<file path="config.mk">
export PLATFORM = sky130hd
export DESIGN_NAME = ftx_tx_pcs
export DESIGN_NICKNAME = d
export VERILOG_FILES = /design/src/inc/ftx_pkg.sv /design/src/inc/ftx_ser_if.sv /design/src/core/ftx_tx_pcs.sv /design/src/core/ftx_line_stage.sv
export VERILOG_INCLUDE_DIRS = /design/src /design/src/inc
export SDC_FILE = /design/constraint.sdc
export NUM_CORES = 1
export LEC_CHECK = 0
export BUFFER_PORTS_ARGS = -buffer_cell sky130_fd_sc_hd__buf_2
export CAP_MARGIN = 20
export CORE_MARGIN = 2
export CORE_UTILIZATION = 42
export CTS_CLUSTER_SIZE = 12
export DETAILED_ROUTE_END_ITERATION = 10
export PLACE_DENSITY = 0.75
export SKIP_LAST_GASP = 1
export SLEW_MARGIN = 0
export SYNTH_ARGS = -nofsm -noshare
export SYNTH_HDL_FRONTEND = slang
export SYNTH_SLANG_ARGS = --single-unit
</file>
<file path="constraint.sdc">
create_clock -name clk -period 1.3 [get_ports clk]
set_clock_uncertainty 0.2 [all_clocks]
set_input_delay 0.065 -clock clk [delete_from_list [all_inputs] [get_ports clk]]
set_output_delay 0.065 -clock clk [all_outputs]
set_load 0.01 [all_outputs]
</file>
<file path="src/inc/ftx_cfg.svh">
// constants of the fast ethernet transmit coding path
`ifndef FTX_CFG_SVH
`define FTX_CFG_SVH

// ============================================================
// register offsets (byte addresses)
`define FTX_OFS_MODE_CTRL 8'h80
`define FTX_OFS_PHYSTS    8'hC0
`define FTX_OFS_TXCFG     8'hCC

// ============================================================
// basic mode control fields and reset value
`define FTX_MODE_CTRL_LOOP   14
`define FTX_MODE_CTRL_SPEED  13
`define FTX_MODE_CTRL_DUPLEX 8
`define FTX_MODE_CTRL_RST    16'h2000
`define FTX_MODE_CTRL_WMASK  16'h6100

// ============================================================
// status fields
`define FTX_STS_LOOP      3
`define FTX_STS_DUPLEX    2
`define FTX_STS_SPEED10   1

// ============================================================
// transmit configuration fields and reset value
`define FTX_CFG_BYP_ENC   0
`define FTX_CFG_BYP_SCR   1
`define FTX_CFG_ACT       4
`define FTX_CFG_STATE_LSB 8
`define FTX_CFG_RST       2'h0

// ============================================================
// code-group slot timing and scrambler seed
`define FTX_SLOT_LAST     3'h4
`define FTX_SCR_SEED      11'h7FF

// ============================================================
// control code-groups, sent left bit first
`define FTX_CG_J          5'h18
`define FTX_CG_K          5'h11
`define FTX_CG_T          5'h0D
`define FTX_CG_R          5'h07
`define FTX_CG_IDLE       5'h1F

`endif

</file>
<file path="src/inc/ftx_pkg.sv">
// types of the fast ethernet transmit coding path
package ftx_pkg;

  // ============================================================
  // transmit sequencer states, gray coded along the frame path
  typedef enum logic [2:0] {
    FTX_IDLE  = 3'h0,
    FTX_SSD_J = 3'h1,
    FTX_SSD_K = 3'h3,
    FTX_DATA  = 3'h2,
    FTX_ESD_T = 3'h6,
    FTX_ESD_R = 3'h7
  } ftx_state_t;

  typedef logic [4:0] ftx_code_t;

endpackage : ftx_pkg

</file>
<file path="src/inc/ftx_ser_if.sv">
// serial hand-over between code-group stage and line stage
`timescale 1ns/1ps

interface ftx_ser_if;
  logic code_bit;   // serial code-group bit, one per clock
  logic byp_scr;    // scrambler bypass
  logic line_en;    // line may be driven
  logic line_p;     // first mlt-3 drive stream
  logic line_n;     // second mlt-3 drive stream
  logic lb_bit;     // nrzi stream handed back toward receive

  modport pcs  (output code_bit, byp_scr, line_en,
                input  line_p, line_n, lb_bit);
  modport line (input  code_bit, byp_scr, line_en,
                output line_p, line_n, lb_bit);
endinterface : ftx_ser_if

</file>
<file path="src/core/ftx_tx_pcs.sv">
// transmit coding path of a 100 Mb/s twisted-pair physical layer
`timescale 1ns/1ps
`include "ftx_cfg.svh"

module ftx_tx_pcs (
  // clock and reset
  input  wire logic        clk,
  input  wire logic        rstn,
  // register port
  input  wire logic [7:0]  reg_addr,
  input  wire logic [31:0] reg_wdata,
  input  wire logic        reg_wr,
  input  wire logic        reg_rd,
  output logic      [31:0] reg_rdata,
  // mac transmit side
  input  wire logic        tx_en,
  input  wire logic [3:0]  txd,
  input  wire logic        tx_er,
  output logic             tx_nib_take,
  // mac carrier and collision
  input  wire logic        rx_active,
  output logic             crs,
  output logic             col,
  // line drive streams
  output logic             line_p,
  output logic             line_n,
  // loopback stream toward the receive path
  output logic             lb_bit,
  output logic             lb_valid
);

  // ============================================================
  // declarations
  // software visible state
  logic [15:0]          basic_mode_control_reg_r;
  logic [1:0]           txcfg_r;
  logic [31:0]          rdata_r;
  logic [31:0]          rdata_nxt;
  // group pacing and sequencing
  logic [2:0]           slot_r;
  logic                 slot_end;
  ftx_pkg::ftx_state_t  state_r;
  ftx_pkg::ftx_state_t  state_nxt;
  ftx_pkg::ftx_code_t   shift_r;
  ftx_pkg::ftx_code_t   code_nxt;
  // mode decode
  logic                 loop_on;
  logic                 speed100;
  logic                 full_dup;
  logic                 byp_enc;
  logic                 byp_scr;
  // carrier and collision
  logic                 tx_busy;
  logic                 crs_r;
  logic                 col_r;

  ftx_ser_if ser ();

  // ============================================================
  // write decode, shared by both register processes
  function automatic logic wr_hit(input logic       wr,
                                  input logic [7:0] addr,
                                  input logic [7:0] ofs);
    return wr && (addr == ofs);
  endfunction

  // ============================================================
  // 4b/5b data table
  // control groups j, k, t, r and idle come from the sequencer, not here
  // data code table
  function automatic ftx_pkg::ftx_code_t enc_4b5b(input logic [3:0] nib);
    ftx_pkg::ftx_code_t cg;
    cg = `FTX_CG_IDLE;
    unique case (nib)
      4'h0: cg = 5'h1E;
      4'h1: cg = 5'h09;
      4'h2: cg = 5'h14;
      4'h3: cg = 5'h15;
      4'h4: cg = 5'h0A;
      4'h5: cg = 5'h0B;
      4'h6: cg = 5'h0E;
      4'h7: cg = 5'h0F;
      4'h8: cg = 5'h12;
      4'h9: cg = 5'h13;
      4'hA: cg = 5'h16;
      4'hB: cg = 5'h17;
      4'hC: cg = 5'h1A;
      4'hD: cg = 5'h1B;
      4'hE: cg = 5'h1C;
      4'hF: cg = 5'h1D;
    endcase
    return cg;
  endfunction

  // ============================================================
  // configuration decode
  // the encoder bypass acts at the next group boundary, the scrambler bypass at once, mid group too
  assign loop_on  = basic_mode_control_reg_r[`FTX_MODE_CTRL_LOOP];
  assign speed100 = basic_mode_control_reg_r[`FTX_MODE_CTRL_SPEED];
  assign full_dup = basic_mode_control_reg_r[`FTX_MODE_CTRL_DUPLEX];
  assign byp_enc  = txcfg_r[`FTX_CFG_BYP_ENC];
  assign byp_scr  = txcfg_r[`FTX_CFG_BYP_SCR];

  // ============================================================
  // register writes
  // basic mode control: only the loopback, speed and duplex bits hold
  // reserved bits are dropped at the write, so a read never shows them
  // loopback control bit
  always_ff @(posedge clk or negedge rstn) begin
    if (!rstn) begin
      basic_mode_control_reg_r <= `FTX_MODE_CTRL_RST;
    end else if (wr_hit(reg_wr, reg_addr, `FTX_OFS_MODE_CTRL)) begin
      basic_mode_control_reg_r <= reg_wdata[15:0] & `FTX_MODE_CTRL_WMASK;
    end
  end

  // transmit configuration: the two bypass switches
  // busy and state fields are read-only, writes to them are dropped
  always_ff @(posedge clk or negedge rstn) begin
    if (!rstn) begin
      txcfg_r <= `FTX_CFG_RST;
    end else if (wr_hit(reg_wr, reg_addr, `FTX_OFS_TXCFG)) begin
      txcfg_r <= reg_wdata[1:0];
    end
  end

  // ============================================================
  // register reads: data stand in the cycle after the strobe only
  // registered so the bus never sees a path from the sequencer,
  // at the cost of one cycle of read latency
  always_comb begin
    rdata_nxt = 32'h0000_0000;
    if (reg_rd) begin
      unique case (reg_addr)
        `FTX_OFS_MODE_CTRL: begin
          rdata_nxt[15:0] = basic_mode_control_reg_r;
        end
        `FTX_OFS_PHYSTS: begin
          rdata_nxt[`FTX_STS_LOOP]    = loop_on;
          rdata_nxt[`FTX_STS_DUPLEX]  = full_dup;
          rdata_nxt[`FTX_STS_SPEED10] = ~speed100;
        end
        `FTX_OFS_TXCFG: begin
          rdata_nxt[1:0]                    = txcfg_r;
          rdata_nxt[`FTX_CFG_ACT]           = tx_busy;
          rdata_nxt[`FTX_CFG_STATE_LSB+:3]  = state_r;
        end
        default: begin
          rdata_nxt = 32'h0000_0000;  // unmapped reads as zero
        end
      endcase
    end
  end

  always_ff @(posedge clk or negedge rstn) begin
    if (!rstn) begin
      rdata_r <= 32'h0000_0000;
    end else begin
      rdata_r <= rdata_nxt;
    end
  end

  assign reg_rdata = rdata_r;

  // ============================================================
  // code-group slot timing: one serial bit per clock, five per group
  // a slot counter, not a divided clock, paces the mac, so the whole
  // path stays in one clock domain
  // nibble to serial
  always_ff @(posedge clk or negedge rstn) begin
    if (!rstn) begin
      slot_r <= 3'h0;
    end else if (slot_end) begin
      slot_r <= 3'h0;
    end else begin
      slot_r <= slot_r + 3'h1;
    end
  end

  // the mac nibble is taken in the last bit time of every group
  assign slot_end    = (slot_r == `FTX_SLOT_LAST);
  assign tx_nib_take = slot_end;

  // ============================================================
  // transmit sequencer, next state and next code-group
  // enable is only looked at on group boundaries: a drop in mid group
  // ends the frame at the next boundary and never splits a group;
  // the two nibbles under the start pair are dropped on purpose
  // standard transmit machine
  always_comb begin
    state_nxt = state_r;
    code_nxt  = `FTX_CG_IDLE;
    if (byp_enc) begin
      state_nxt = ftx_pkg::FTX_IDLE;
      code_nxt  = {tx_er, txd};
    end else begin
      unique case (state_r)
        ftx_pkg::FTX_IDLE: begin
          if (tx_en) begin
            state_nxt = ftx_pkg::FTX_SSD_J;
            code_nxt  = `FTX_CG_J;
          end else begin
            code_nxt  = `FTX_CG_IDLE;
          end
        end
        ftx_pkg::FTX_SSD_J: begin
          state_nxt = ftx_pkg::FTX_SSD_K;
          code_nxt  = `FTX_CG_K;
        end
        ftx_pkg::FTX_SSD_K,
        ftx_pkg::FTX_DATA: begin
          if (tx_en) begin
            state_nxt = ftx_pkg::FTX_DATA;
            code_nxt  = enc_4b5b(txd);
          end else begin
            state_nxt = ftx_pkg::FTX_ESD_T;
            code_nxt  = `FTX_CG_T;
          end
        end
        ftx_pkg::FTX_ESD_T: begin
          state_nxt = ftx_pkg::FTX_ESD_R;
          code_nxt  = `FTX_CG_R;
        end
        ftx_pkg::FTX_ESD_R: begin
          state_nxt = ftx_pkg::FTX_IDLE;
          code_nxt  = `FTX_CG_IDLE;
        end
        default: begin
          state_nxt = ftx_pkg::FTX_IDLE;
          code_nxt  = `FTX_CG_IDLE;
        end
      endcase
    end
  end

  // state advances only at group boundaries, never mid group
  // enable raised during t or r is acted on from idle only, so a back
  // to back frame always follows a complete end pair
  always_ff @(posedge clk or negedge rstn) begin
    if (!rstn) begin
      state_r <= ftx_pkg::FTX_IDLE;
    end else if (slot_end) begin
      state_r <= state_nxt;
    end
  end

  // ============================================================
  // serialiser: load a group at the boundary, shift left otherwise
  // refilling with ones keeps a stray tail bit looking like idle
  // the left bit leaves first, in the order of the code table
  always_ff @(posedge clk or negedge rstn) begin
    if (!rstn) begin
      shift_r <= `FTX_CG_IDLE;
    end else if (slot_end) begin
      shift_r <= code_nxt;
    end else begin
      shift_r <= {shift_r[3:0], 1'b1};
    end
  end

  // ============================================================
  // carrier sense and collision toward the mac
  // busy covers the end pair too, so in half duplex carrier holds until r has been
  // issued and the mac cannot start a new frame into the tail
  assign tx_busy = tx_en | (state_r != ftx_pkg::FTX_IDLE);

  // half duplex carrier
  // full duplex reports receive activity only, no echo of own transmit
  always_ff @(posedge clk or negedge rstn) begin
    if (!rstn) begin
      crs_r <= 1'b0;
    end else begin
      crs_r <= rx_active | (tx_busy & ~full_dup);
    end
  end

  // full duplex no collision
  // loopback also suppresses collision: the line carries nothing
  always_ff @(posedge clk or negedge rstn) begin
    if (!rstn) begin
      col_r <= 1'b0;
    end else begin
      col_r <= tx_busy & rx_active & ~full_dup & ~loop_on;
    end
  end

  assign crs = crs_r;
  assign col = col_r;

  // ============================================================
  // line stage: scrambler, nrzi and mlt-3 split
  // kept behind the serial interface so the coding side needs no
  // knowledge of the key stream or of the line phase
  assign ser.code_bit = shift_r[4];
  assign ser.byp_scr  = byp_scr;
  // no line in loopback
  // only the 100 Mb/s path lives here, so 10 Mb/s keeps this line quiet
  assign ser.line_en  = speed100 & ~loop_on;

  ftx_line_stage u_line (
    .clk  (clk),
    .rstn (rstn),
    .ser  (ser.line)
  );

  assign line_p   = ser.line_p;
  assign line_n   = ser.line_n;
  assign lb_bit   = ser.lb_bit;
  // valid follows the control bit with no settling delay, so the
  // first bits after a switch may still carry the old line state
  assign lb_valid = loop_on;

endmodule : ftx_tx_pcs

</file>
<file path="src/core/ftx_line_stage.sv">
// scrambler, nrzi encoder and mlt-3 stream split
`timescale 1ns/1ps
`include "ftx_cfg.svh"

module ftx_line_stage (
  // clock and reset
  input  wire logic clk,
  input  wire logic rstn,
  // serial hand-over
  ftx_ser_if.line   ser
);

  logic [10:0] scr_r;
  logic        scr_fb;
  logic        nrz_bit;
  logic        nrzi_r;
  logic        phase_r;
  logic        p_r;
  logic        n_r;

  // ============================================================
  // scrambler
  // free running lfsr
  assign scr_fb = scr_r[10] ^ scr_r[8];

  // lockup guard: an all-zero register would freeze the key stream
  always_ff @(posedge clk or negedge rstn) begin
    if (!rstn) begin
      scr_r <= `FTX_SCR_SEED;
    end else if (scr_r == 11'h000) begin
      scr_r <= `FTX_SCR_SEED;
    end else begin
      scr_r <= {scr_r[9:0], scr_fb};
    end
  end

  assign nrz_bit = ser.byp_scr ? ser.code_bit : (ser.code_bit ^ scr_fb);

  // ============================================================
  // nrzi encoder, never bypassed
  // nrzi always on
  always_ff @(posedge clk or negedge rstn) begin
    if (!rstn) begin
      nrzi_r <= 1'b0;
    end else if (nrz_bit) begin
      nrzi_r <= ~nrzi_r;
    end
  end

  // ============================================================
  // mlt-3 split: ones of the nrzi stream alternate between streams
  // alternate one events
  always_ff @(posedge clk or negedge rstn) begin
    if (!rstn) begin
      phase_r <= 1'b0;
    end else if (nrzi_r) begin
      phase_r <= ~phase_r;
    end
  end

  always_ff @(posedge clk or negedge rstn) begin
    if (!rstn) begin
      p_r <= 1'b0;
      n_r <= 1'b0;
    end else begin
      p_r <= ser.line_en & nrzi_r & ~phase_r;
      n_r <= ser.line_en & nrzi_r & phase_r;
    end
  end

  assign ser.line_p = p_r;
  assign ser.line_n = n_r;
  assign ser.lb_bit = nrzi_r;

endmodule : ftx_line_stage

</file>
=== Yosys cells after proc, flatten, opt, wreduce, memory -nomap -nowiden ===
Memories as Yosys holds them, arrays and structs flattened.
Index checks and enable logic that the tools add are counted.

* Add/subtract/negate cells: 1
* Equality and inequality tests: 9
* Mux-type cells: 19
* Bitwise logic cells: 17
* Reduce and logical (&&, ||, !) cells: 7

{| class="wikitable"
|+ Operators with widths
! kind !! number
|-
| equality test 8 bit, second input constant || 3
|-
| case mux 5 bit (4 select lines) || 1
|-
| two-way mux 15 bit || 1
|-
| two-way mux 3 bit || 5
|-
| two-way mux 5 bit || 3
|-
| case mux 3 bit (4 select lines) || 1
|-
| logical NOT 11 bit || 1
|-
| two-way mux 11 bit || 1
|-
| bitwise AND 1 bit || 8
|-
| equality test 3 x 2 -> 1 bit, second input constant || 2
|-
| equality test 3 bit, second input constant || 2
|-
| case mux 3 bit (2 select lines) || 1
|-
| inverter 1 bit || 5
|-
| two-way mux 4 bit || 1
|-
| adder 3 x 1 -> 3 bit, second input constant || 1
|-
| equality test 3 x 1 -> 1 bit, second input constant || 1
|-
| logical NOT 3 bit || 1
|-
| two-way mux 1 bit || 3
|-
| != test 3 bit, second input constant || 1
|-
| nonzero test 3 bit || 1
|-
| logical AND 1 bit || 2
|-
| two-way mux 2 bit || 1
|-
| bitwise OR 1 bit || 2
|-
| case mux 1 bit (2 select lines) || 1
|-
| other kinds (3) || 4
|}

* Register bits: 48
* Memory bits (read-only): 80
* Input bits: 51
* Logic and storage cells: 67
* Memories: 1

{| class="wikitable"
|+ Memory list
! name !! words !! width !! read ports !! clocked after Yosys merged registers in !! wr ports !! line !! source
|-
| (name not given) || 16 || 5 || 1 || 0 || 0 || ftx_tx_pcs.sv:74 || <nowiki>unique case (nib)</nowiki>
|}

=== Longest topological paths before layout ===
* Depth in word-level cells: 5
* Mapped depth: 7
* Depth with buffers taken out: 7

=== Hierarchy ===
A second synthesis with hierarchy kept.

* Cell total of the unflattened synthesis: 181
* Area, all modules: 2023.2 sq um

{| class="wikitable"
|+ By module, submodules not included
! module !! times used !! cells each !! area each (sq um) !! sequential area each (sq um)
|-
| ftx_tx_pcs || 1 || 142 || 1470.2 || 708.2
|-
| ftx_line_stage || 1 || 39 || 553.0 || 389.1
|}

=== Worst setup path before layout ===
No wires, ideal clock.

* Kind: reg2reg
* From: register slot_r[0]
* To: register shift_r[4]
* Library setup time: 77 ps
* Data arrival time: 1218 ps
* Setup slack: -195 ps
* Stages on the path, launching flop included: 7
* Buffers on the path: 1
* Clock period less this slack: 1495 ps
* Cells stage by stage: dfrtp_1 > inv_1 > ha_1 > nand2_1 > clkbuf_1 > a21oi_1 > a31oi_1

* Cells in the longest elaborated chain, start to end: 2

{| class="wikitable"
|+ Ends and longest elaborated chain
! item !! line !! source
|-
| start, declared || ftx_tx_pcs.sv:40 || <nowiki>logic [2:0] slot_r;</nowiki>
|-
| start signal, assigned || ftx_tx_pcs.sv:176 || <nowiki>slot_r <= slot_r + 3'h1;</nowiki>
|-
| equality test 3 bit (no line) || n/a ||
|-
| two-way mux 5 bit || ftx_tx_pcs.sv:254 || <nowiki>end else if (slot_end) begin</nowiki>
|-
| end signal, assigned || ftx_tx_pcs.sv:253 || <nowiki>shift_r <= `FTX_CG_IDLE;</nowiki>
|-
| end signal, assigned || ftx_tx_pcs.sv:255 || <nowiki>shift_r <= code_nxt;</nowiki>
|-
| end signal, assigned || ftx_tx_pcs.sv:257 || <nowiki>shift_r <= {shift_r[3:0], 1'b1};</nowiki>
|-
| end, declared || ftx_tx_pcs.sv:44 || <nowiki>ftx_pkg::ftx_code_t shift_r;</nowiki>
|}

Every way passes these cells.
A chain may end at the register's enable or synchronous reset.

=== Worst setup path in the final report ===
* From: register slot_r[1]
* To: output port tx_nib_take

* Cells in the longest elaborated chain, start to end: 1

{| class="wikitable"
|+ Ends and longest elaborated chain
! item !! line !! source
|-
| equality test 3 bit (no line) || n/a ||
|-
| end, declared || ftx_tx_pcs.sv:19 || <nowiki>output logic tx_nib_take,</nowiki>
|}

Every way passes these cells.

==> impl_metrics.ini <==
[status]
status = finished with violations
violations = hold timing, setup timing

[finish]
multiInputGateArea_sq_um = 958
layout.cell_area.non_filler_sq_mm = 0.00296
nNetsFinal = 329
regArea_sq_mm = 0.00110
n_antenna_cell = 0
finalCoreUtilization = 0.636
drive_above_1_share = 0.502
area_growth_pct = 48.0
n_fill_cell = 342

[yosys]
synth_cell_types = 37
yosysWarnings = 0
synth-edff-count = 0
synth_seq_cells = 43
synth_cells = 185
ys.flop_type = dfrtp_1
synthArstFlopShare = 1.00
avgSynthCellArea_sq_um = 10.8
netlist_area_sq_mm = 0.00200
ys_seq_area_frac = 0.548

[critical_path]
crit_path_max_incr_delay_ns = 0.40
critical_path.most_common_cell = buf_6
path_buf_inv = 5
crit_chain = inv_2 > ha_4 > nand2_4 > buf_6 > inv_4 > buf_6 > buf_6
cp_max_fo = 2
setup.worst_path.end_class = output port
slowest_stage = dfrtp_1
worstPathArrival_ns = 1.28
required_ns = 1.03
worstSetupPathType = flip-flop to output port
cp-start-kind = flip-flop
cpLargestDelayFamily = buffers and inverters

[cts]
cts_max_level = 2
cts_sinks = 43
cts-root-buf = clkbuf_8
clkSlewWorstSetupHoldPaths_ns = 0.08
clock_latency_ns = 0.29
cts_tree = done
cts_buffers = 5
cts.path.max_buffers = 2

[die]
die-height_microns = 73.1
dieWidth_microns = 73.1
io_pins = 90
core-area_sq_mm = 0.00466
start_util = 0.430
dieArea_sq_mm = 0.00534
core.rowCount = 25

[global_routing]
overflow = 0
grt_pass1_wl_microns = 7010
track_usage = 0.176
grt_max_degree = 44
antenna_found_initial = 0
grt_pass1_vias = 1543

[run]
maxCapViolCount = 0

[sta]
fmax_mhz = 648
setup_ws_ns = -0.243
holdWs_ns = -0.0133
drv_slew = 0
rsz0062_at_grt = yes
setup_violations = 22
fin_crit_ns = 1.54
fin_crit_sh = 1.19
hold_violations = 2
finalSetupTns_ns = -2.20

[power_and_ir_drop]
p_leak_uw = 0.00150
power_density_mw_per_mm2 = 1310
ir_drop_uv = 1030

[place]
place_congestion = 0.806
preCtsSetupSlack_ns = -0.190
placed_area_sq_mm = 0.00238
io_buffer_count = 40
post-dp-hpwl_microns = 2740

[drt]
vias = 1629
ant_nets = 0
viasPerCell = 4.92
routed_wl_microns = 4450
drt_pass1_iterations = 4
wl_per_cell_microns = 13.4
drc = 0
drt_iter0_drc = 105

[hold_path]
hold_class = primary input to flip-flop
-- cell families (layout without fill, tap and decap cells) --
group                      after synthesis  in the layout  synth area share
AOI/OAI and AO/OA                       30             30            0.0906
xor gates and xnor gates                 4              4            0.0175
adders and majority gates                2              2            0.0125
buffers and inverters                   39            110             0.114
DFF                                     43             43             0.548
muxes                                    6              6            0.0337
other                                    1             22           0.00187
and+or+nand+nor                         60             60             0.182
-- cells in the mapped netlist, types with 5 or more instances --
cell | instances | area share
mux2_2 | 6 | 0.034
a21oi_1 | 12 | 0.030
buf_4 | 22 | 0.082
inv_1 | 11 | 0.021
nand2b_1 | 11 | 0.034
nand2_1 | 7 | 0.013
nor2_1 | 9 | 0.017
dfrtp_1 | 26 | 0.32
o21ai_0 | 7 | 0.017
and2_1 | 5 | 0.016
dfstp_2 | 17 | 0.22
nand3_1 | 5 | 0.012
clkbuf_1 | 6 | 0.011
-- cell usage in the layout (no fill, tap or decap), types with 5 or more instances in the layout --
cell type,Yosys,final
a21oi_1,12,9
mux2_2,6,6
and2_1,5,5
inv_1,11,8
buf_4,22,22
clkbuf_8,0,5
buf_2,0,39
nand2b_4,0,6
dlygate4sd3_1,0,18
buf_6,0,10
dfstp_2,17,17
conb_1,1,22
nor2_1,9,6
nand2b_1,11,5
nand2_1,7,5
dfrtp_1,26,24
-- worst register-to-register path: stages (launching register included) --
cell     delay [ns]
dfrtp_2        0.45
nor4_4         0.34
buf_4          0.18
nor3_4         0.04
a22o_1         0.20
-- worst paths after layout --
kind,slack (ns),start,to,cells past startpoint
hold reg to reg,0.27,shift_r[2],shift_r[3],2
max in group asynchronous,0.56,rstn,shift_r[3],3
setup / recovery,-0.24,slot_r[1],tx_nib_take,7
min in group asynchronous,0.08,rstn,txcfg_r[1],3
setup reg to reg,-0.22,state_r[1],state_r[0],4
hold / removal,-0.01,reg_addr[2],reg_rdata[2],3
-- metrics by stage --
stage	std cells	power, uW
2_1_floorplan	206	2200
3_3_place_gp	295	2530
3_5_place_dp	295	2560
4_1_cts	328	3790
5_1_grt	331	4110
6_report	331	3870
-- cell type report --
cell class              count  share of cell area
clock buffers               7              0.0257
repair buffers             91               0.232
well taps                  54              0.0228
clock inverters             1              0.0101
flip-flops and latches     43               0.371
inverters                  11              0.0148
multi-input cells         124               0.323
-- sequential cells by signal (all words and copies together), names as in the netlist --
name	cells
crs	1
txcfg_r	2
basic_mode_control_reg_r	3
col	1
u_line.scr_r	11
u_line.ser.line_n	1
state_r	3
slot_r	3
shift_r	5
reg_rdata	10
u_line.ser.lb_bit	1
u_line.phase_r	1
u_line.ser.line_p	1
-- layer usage --
layer	routed length [microns]	GRT usage	vias to the layer above	share of wire
li1	-	-	767	-
met1	1820	0.212	797	0.41
met2	2310	0.279	55	0.52
met3	233	0.0677	10	0.052
met4	89	0.0741	0	0.020
met5	0	0	-	0
-- power by group --
group          switching [uW]  internal [uW]  leakage [uW]
sequential                155           1480      0.000517
combinational             553            669      0.000926
clock                     434            575     0.0000524
-- timing repair --
item / 4_1_cts / 5_1_grt
buffers inserted: 7 / 3
resized for setup: 30 / 20
pin swaps: 10 / 7
setup endpoints to repair: 15 / 29
cloned: 0 / 1
endpoints found under the hold margin: 59 / 0
hold buffers: 19 / 0
Note: power is estimated with default switching activity, not from simulation.
